<file path="src/hdl/cgs_pkg.sv">
// constants and types shared by the serial configuration target
package cgs_pkg;
  localparam int          REG_COUNT      = 8;
  localparam int          SEL_W          = 3;
  localparam int          IDX_W          = 7;
  localparam logic [6:0]  ADDR_SEL0      = 7'h69;
  localparam logic [6:0]  ADDR_SEL1      = 7'h6a;
  localparam logic [7:0]  BLOCK_RD_COUNT = 8'h07;
  localparam logic [3:0]  BITS_PER_BYTE  = 4'h8;
  localparam int          CMD_MODE_BIT   = 7;
  // byte 0 in the low lane
  localparam logic [REG_COUNT*8-1:0] REG_DEFAULTS =
    {8'h00, 8'h00, 8'h00, 8'hf8, 8'hff, 8'h29, 8'hf0, 8'hff};

  typedef enum logic [2:0] {ST_IDLE, ST_ADDR, ST_ACK, ST_RX, ST_TX, ST_MACK} cgs_state_e;
  typedef enum logic [1:0] {PH_CMD, PH_COUNT, PH_DATA} cgs_phase_e;
endpackage

</file>
<file path="src/hdl/cgs_reg_if.sv">
// register access carrier between bus engine and register store
`timescale 1ns/1ps
`default_nettype none
interface cgs_reg_if;
  import cgs_pkg::*;
  logic             wr_en;
  logic [IDX_W-1:0] idx;
  logic [7:0]       wr_data;
  logic [7:0]       rd_data;
  modport ctrl  (output wr_en, output idx, output wr_data, input rd_data);
  modport store (input wr_en, input idx, input wr_data, output rd_data);
endinterface
`default_nettype wire

</file>
<file path="src/hdl/cgs_serial_slave.sv">
// serial configuration target: two-wire bus engine for control bytes
// Contract
// - all reachable register bytes return to defaults at power-up
// - block transfers walk bytes upward, msb first, may stop per byte
// - block read: device acknowledges the command byte before repeated start
// - block read: device sends nonzero count at most 7, then data
// - block write: low seven command bits give first register index
// - command byte zero acts as plain block transfer from index zero
// - block write: device acknowledges every byte; stop ends transfer
// - byte read: repeated start after command, device then sends data
// - command msb one selects single-byte access
// - command msb zero selects block access, next byte is count
// - byte-mode transfers always name a register index
// - address-select latched at power-up picks 1101001 or 1101010
// - logic stays disabled until power-good first sampled high
// - logic disabled while in power-down
`timescale 1ns/1ps
`default_nettype none
module cgs_serial_slave import cgs_pkg::*; (
  input  wire logic                   ref_clk,
  input  wire logic                   reset,
  input  wire logic                   clk_en,
  input  wire logic                   scl_in,
  input  wire logic                   sda_in,
  output logic                        sda_out,
  output logic                        sda_oe,
  input  wire logic                   address_select_pin,
  input  wire logic                   power_good_powerdown_pin,
  output logic [REG_COUNT*8-1:0]      cfg_bytes
);
  cgs_state_e       state_reg;
  cgs_phase_e       phase_reg;
  logic             scl_prev_reg;
  logic             sda_prev_reg;
  logic             pg_seen_reg;
  logic             rw_reg;
  logic             mack_reg;
  logic [6:0]       dev_addr_reg;
  logic [7:0]       rx_reg;
  logic [7:0]       tx_reg;
  logic [3:0]       bit_reg;
  logic [IDX_W-1:0] idx_reg;

  logic       enabled;
  logic       scl_rise;
  logic       scl_fall;
  logic       start_cond;
  logic       stop_cond;
  logic       byte_full;
  logic       rx_done;
  logic       addr_hit;
  logic       load_tx;
  logic       send_count;
  logic [7:0] tx_byte;

  cgs_reg_if rif ();

  function automatic logic [IDX_W-1:0] idx_inc(input logic [IDX_W-1:0] v);
    return v + IDX_W'(1);
  endfunction

  // disabled before first power-good and again in power-down
  assign enabled    = pg_seen_reg & power_good_powerdown_pin;

  // bus event decode from the previous pin samples
  assign scl_rise   = scl_in & ~scl_prev_reg;
  assign scl_fall   = ~scl_in & scl_prev_reg;
  assign start_cond = scl_in & scl_prev_reg & sda_prev_reg & ~sda_in;
  assign stop_cond  = scl_in & scl_prev_reg & ~sda_prev_reg & sda_in;
  assign byte_full  = bit_reg == BITS_PER_BYTE;
  assign rx_done    = scl_fall & byte_full & (state_reg == ST_RX);
  assign addr_hit   = rx_reg[7:1] == dev_addr_reg;

  // next transmit byte: block read opens with its count
  assign load_tx    = scl_fall & (((state_reg == ST_ACK) & rw_reg)
                    | ((state_reg == ST_MACK) & mack_reg));
  assign send_count = phase_reg == PH_COUNT;
  assign tx_byte    = send_count ? BLOCK_RD_COUNT : rif.rd_data;

  // register access; only data-phase bytes are stored
  assign rif.idx     = idx_reg;
  assign rif.wr_data = rx_reg;
  assign rif.wr_en   = rx_done & (phase_reg == PH_DATA);

  // open drain: only ever pull low, and never while disabled
  assign sda_out = 1'b0;
  assign sda_oe  = enabled & ((state_reg == ST_ACK)
                 | ((state_reg == ST_TX) & ~tx_reg[7]));

  cgs_regfile u_regs (
    .ref_clk   (ref_clk),
    .reset     (reset),
    .clk_en    (clk_en),
    .bus       (rif.store),
    .cfg_bytes (cfg_bytes)
  );

  // latch the target address when power-good first reads high
  always_ff @(posedge ref_clk or posedge reset) begin
    if (reset) begin
      pg_seen_reg  <= 1'b0;
      dev_addr_reg <= ADDR_SEL1;
    end else if (clk_en && power_good_powerdown_pin && !pg_seen_reg) begin
      pg_seen_reg  <= 1'b1;
      dev_addr_reg <= address_select_pin ? ADDR_SEL1 : ADDR_SEL0;
    end
  end

  // byte engine; bits are sampled on scl rise and driven on scl fall
  always_ff @(posedge ref_clk or posedge reset) begin
    if (reset) begin
      state_reg    <= ST_IDLE;
      scl_prev_reg <= 1'b1;
      sda_prev_reg <= 1'b1;
      rw_reg       <= 1'b0;
      mack_reg     <= 1'b0;
      rx_reg       <= 8'h00;
      tx_reg       <= 8'h00;
      bit_reg      <= 4'h0;
    end else if (clk_en) begin
      scl_prev_reg <= scl_in;
      sda_prev_reg <= sda_in;
      if (!enabled) begin
        state_reg <= ST_IDLE;
      end else if (start_cond) begin
        state_reg <= ST_ADDR;
        bit_reg   <= 4'h0;
      end else if (stop_cond) begin
        state_reg <= ST_IDLE;
      end else begin
        case (state_reg)
          ST_ADDR, ST_RX: begin
            if (scl_rise && !byte_full) begin
              rx_reg  <= {rx_reg[6:0], sda_in};
              bit_reg <= bit_reg + 4'h1;
            end else if (scl_fall && byte_full) begin
              bit_reg <= 4'h0;
              // every received byte is acknowledged once addressed
              if (state_reg == ST_RX || addr_hit) begin
                state_reg <= ST_ACK;
              end else begin
                state_reg <= ST_IDLE;
              end
              if (state_reg == ST_ADDR) begin
                rw_reg <= rx_reg[0];
              end
            end
          end
          ST_ACK: begin
            if (scl_fall) begin
              if (rw_reg) begin
                tx_reg    <= tx_byte;
                bit_reg   <= 4'h0;
                state_reg <= ST_TX;
              end else begin
                state_reg <= ST_RX;
              end
            end
          end
          ST_TX: begin
            if (scl_rise) begin
              bit_reg <= bit_reg + 4'h1;
            end else if (scl_fall && byte_full) begin
              bit_reg   <= 4'h0;
              state_reg <= ST_MACK;
            end else if (scl_fall) begin
              tx_reg <= {tx_reg[6:0], 1'b0};
            end
          end
          ST_MACK: begin
            if (scl_rise) begin
              mack_reg <= ~sda_in;
            end else if (scl_fall) begin
              // a not-acknowledge ends the read; wait for stop
              if (mack_reg) begin
                tx_reg    <= tx_byte;
                state_reg <= ST_TX;
              end else begin
                state_reg <= ST_IDLE;
              end
            end
          end
          default: state_reg <= ST_IDLE;
        endcase
      end
    end
  end

  // transfer phase and register index; repeated start keeps both
  always_ff @(posedge ref_clk or posedge reset) begin
    if (reset) begin
      phase_reg <= PH_CMD;
      idx_reg   <= '0;
    end else if (clk_en) begin
      if (!enabled || stop_cond) begin
        phase_reg <= PH_CMD;
      end else if (rx_done) begin
        case (phase_reg)
          PH_CMD: begin
            idx_reg   <= rx_reg[6:0];
            phase_reg <= rx_reg[CMD_MODE_BIT] ? PH_DATA : PH_COUNT;
          end
          // count is not enforced; the controller keeps it in range
          PH_COUNT: phase_reg <= PH_DATA;
          PH_DATA:  idx_reg   <= idx_inc(idx_reg);
          default:  phase_reg <= PH_CMD;
        endcase
      end else if (load_tx) begin
        if (send_count) begin
          phase_reg <= PH_DATA;
        end else begin
          idx_reg <= idx_inc(idx_reg);
        end
      end
    end
  end
endmodule
`default_nettype wire

</file>
<file path="src/hdl/cgs_regfile.sv">
// control register byte store with power-up defaults
`timescale 1ns/1ps
`default_nettype none
module cgs_regfile import cgs_pkg::*; (
  input  wire logic                   ref_clk,
  input  wire logic                   reset,
  input  wire logic                   clk_en,
  cgs_reg_if.store                    bus,
  output logic [REG_COUNT*8-1:0]      cfg_bytes
);
  logic [7:0] mem_reg [REG_COUNT];
  logic       in_range;
  logic [SEL_W-1:0] sel;

  // indexes past the store read zero and drop writes
  assign in_range    = bus.idx < IDX_W'(REG_COUNT);
  assign sel         = bus.idx[SEL_W-1:0];
  assign bus.rd_data = in_range ? mem_reg[sel] : 8'h00;

  // reset is the power-up event
  always_ff @(posedge ref_clk or posedge reset) begin
    if (reset) begin
      for (int i = 0; i < REG_COUNT; i++) begin
        mem_reg[i] <= REG_DEFAULTS[i*8 +: 8];
      end
    end else if (clk_en && bus.wr_en && in_range) begin
      mem_reg[sel] <= bus.wr_data;
    end
  end

  for (genvar g = 0; g < REG_COUNT; g++) begin : g_out
    assign cfg_bytes[g*8 +: 8] = mem_reg[g];
  end
endmodule
`default_nettype wire

</file>
<file path="config.mk">
export PLATFORM = sky130hd
export DESIGN_NAME = cgs_serial_slave
export DESIGN_NICKNAME = d
export VERILOG_FILES = /design/src/hdl/cgs_pkg.sv /design/src/hdl/cgs_reg_if.sv /design/src/hdl/cgs_serial_slave.sv /design/src/hdl/cgs_regfile.sv
export SDC_FILE = /design/constraint.sdc
export NUM_CORES = 1
export LEC_CHECK = 0
export BUFFER_PORTS_ARGS = -buffer_cell sky130_fd_sc_hd__clkbuf_2
export CAP_MARGIN = 20
export CORE_AREA = 2 2 127 129
export DETAILED_ROUTE_END_ITERATION = 8
export DIE_AREA = 0 0 129 131
export SLEW_MARGIN = 15
export SYNTH_ARGS = -nofsm -noshare
export SYNTH_HDL_FRONTEND = slang
export SYNTH_SLANG_ARGS = --single-unit
</file>
<file path="constraint.sdc">
create_clock -name ref_clk -period 4.52 [get_ports ref_clk]
set_input_delay 0.904 -clock ref_clk [delete_from_list [all_inputs] [get_ports ref_clk]]
set_output_delay 0.904 -clock ref_clk [all_outputs]
set_load 0.01 [all_outputs]
</file>
==> metrics <==
result of the run finished, final reports clean; number of global-route vias before repair 3,817; Gate Count Post-Synth 452; pwr/cell area approximately 320 mW/mm2; effective utilization at floorplan 34.31%; prevailing post-synth register cell dfrtp_1; width of the die 129 um; combinational share of power between 8 and 9%; async set or reset register ratio after synthesis 100.0%; largest net degree at the start of global routing 80; average via count per standard cell about 5.3; NetSw 0.5541 mW; element type at the critical path end flip-flop; chip height 131 um; switch share 28.28%; maximum count of clock buffers along a single path 2; synthesized area per cell about 12 um2; I/O pin cnt 73; clock insertion delay at the later pin of the skew report 360 ps; synthesized area between 0.005 and 0.006 mm2; die outline area 0.01690 mm2; XOR/XNOR Fraction of Synth Area 0.4910%; fraction of layout cells with a size suffix above 1 44.73%; Compound-Gate Fraction of Synth Area 9.937%; wire length of the first global-routing pass 21.40 mm; mux contribution to synthesized area 24.48%; core box area roughly 0.016 mm2; clk sink count around 100; gpl congestion 0.8459; TritonCTS buffer count 9; antenna viol nets, final 0; number of antenna repair diodes 0; H-tree depth reported by CTS 3; DRC marker count from the first detailed-route iteration 230; DRC errors left 0; post-synthesis to final-layout area growth 15.22%; number of enable flip-flop cells after synthesis 0; post-synthesis cell type count 61; worst clock skew on the final layout about 11 ps; Flop pwr share 52.4%; Final setup violation count 0; Root Buffer Master clkbuf_16; maximum achievable frequency ~0.34 GHz; number of nets at the end of the flow between 500 and 600; worst-path fanout max 9; hold violation count in the final report 0; unrepaired setup endpoints after global routing no; sequential element share of the synthesized area just under 50%; static power due to leakage 2.776 nW; register bit count reported by yosys roughly 100; worst rel slew slack a little over a third; peak supply drop 177.6 uV; most frequent cells in the layout 72 x dfrtp_1, 71 x mux2_2, 71 x clkbuf_2; total power of the final layout 1.959 mW; register clock-pin slew on the reported worst setup and hold paths 80 ps; clock period minus final worst setup slack 2970 ps; count of yosys warnings during synthesis 0; main combinational cell family by area after synthesis multiplexers; Cell Rows 46; antenna violations before repair 0; Max Slew Vio Count 0; area share of and/or/nand/nor cells after synthesis 12.16%; total congestion overflow after global routing 0; max FFs per register 64; internal power 1.405 mW; number of hold-repair buffers added at the cts stage 0; kind of critical path reg -> reg; total length of routed wires approximately 13 mm; worst path required time 4770 ps; TritonCTS clock tree built; setup tns final 0 ps; area share of fa/ha/maj cells after synthesis 0.7014%; Least-Margin Pin Slew 970.6 ps; type of the most critical hold path reg -> reg; number of nets produced by synthesis ~460; total number of vias 3,864; Tcrit/Tclk final between 60 and 70%; Worst Path Arrival around 3200 ps; Critical Path Source Type flip-flop; post-detailed-route wirelength per cell approximately 18 um; share of power burned in the clock network 39.3%; # port buffers 71; number of detailed-routing iterations run before antenna repair 5; most common cell after layout, fill and taps aside dfrtp_1; global-route usage over all layers 16.50%; post-detailed-placement half-perimeter wirelength 9.156 mm; maxcap violations 0; CTS-repair resized insts 0; number of setup buffers added after CTS 0
-- cells in the mapped netlist, types with 3 or more instances --
cell,instances,share of area (%)
dfrtp_1,72,34
nand3_1,16,1.5
nand2_1,31,2.2
mux2i_1,12,2.2
mux2_2,71,15
a31oi_1,4,0.47
nand4_1,4,0.47
o21ai_0,24,2.2
nor2b_1,5,0.58
dfstp_2,31,15
and2_1,3,0.35
ha_1,3,0.70
xnor2_1,3,0.49
a21oi_1,21,2.0
nor4_1,4,0.47
nand2b_1,7,0.82
a221oi_1,3,0.49
nor3_1,7,0.65
inv_1,7,0.49
mux4_2,12,5.1
buf_4,3,0.42
buf_2,5,0.47
a2bb2oi_1,5,0.82
mux2_4,8,2.2
a21o_1,3,0.42
nor2_1,17,1.2
o31ai_1,5,0.70
clkbuf_1,22,1.5
-- stage by stage --
stage	hold slack [ps]	cells	utilization, %	cell area (um2)	setup WS [ps]
after detailed placement	462.3	712	37.67	5876	1279
after global routing	522.4	728	39.53	6166	1390
after global placement	456.2	712	37.67	5876	1284
final	482.4	728	39.53	6166	1550
after floorplan	441.4	452	-	5351	963.5
after CTS	480.7	728	39.53	6166	1569
-- layer usage --
layer	vias to the layer above	track usage (%)	share of wire, %
li1	1778	-	-
met2	114	26.83	48
met4	0	6.138	1.9
met3	17	2.891	4.7
met5	-	0	0
met1	1955	22.21	45
-- final cells by class --
cell class	count	area [um2]
Fill cell	1506	9432
Sequential cell	103	2616
Multi-Input combinational cell	309	2560
Timing Repair Buffer	77	400.4
Tap cell	216	270.3
Clock buffer	9	225.2
Clock inverter	7	65.06
Inverter	7	28.78
-- critical path: stages (launching register included) --
cell,delay [ps]
dfrtp_1,400
inv_1,90
ha_1,130
and3b_1,420
nand4_4,190
and4b_2,410
nand2_2,80
nor3_2,720
mux2_2,420
-- worst paths after layout --
check	cells after the start	slack (ps)	end	from
min in group asynchronous	2	740	u_regs.cfg_bytes[9]$_DFFE_PP0P_	reset
worst min register to register	2	480	tx_reg[1]$_DFFE_PP0P_	tx_reg[1]$_DFFE_PP0P_
max in group asynchronous	3	2820	scl_prev_reg$_DFFE_PP1P_	reset
worst max register to register	8	1550	u_regs.cfg_bytes[45]$_DFFE_PP0P_	bit_reg[0]$_DFFE_PP0P_
worst min-delay path	2	480	tx_reg[1]$_DFFE_PP0P_	tx_reg[1]$_DFFE_PP0P_
worst max-delay path	8	1550	u_regs.cfg_bytes[45]$_DFFE_PP0P_	bit_reg[0]$_DFFE_PP0P_
-- power groups by stage --
stage | Sequential, mW | Combinational (mW) | Clock, mW
finish | 1.03 | 0.161 | 0.771
global placement | 1.04 | 0.161 | 0
CTS | 1.03 | 0.163 | 0.788
floorplan | 0.989 | 0.165 | 0
global route | 1.03 | 0.184 | 0.827
detailed placement | 1.04 | 0.162 | 0
-- cell families after synthesis --
logic type                 after synthesis
DFF                                    103
AOI/OAI and AO/OA                       83
buffers and inverters                   40
other                                    1
adders and majority gates                3
and+or+nand+nor                        116
muxes                                  103
xor gates and xnor gates                 3
Note: power is estimated with default switching activity, not from simulation.
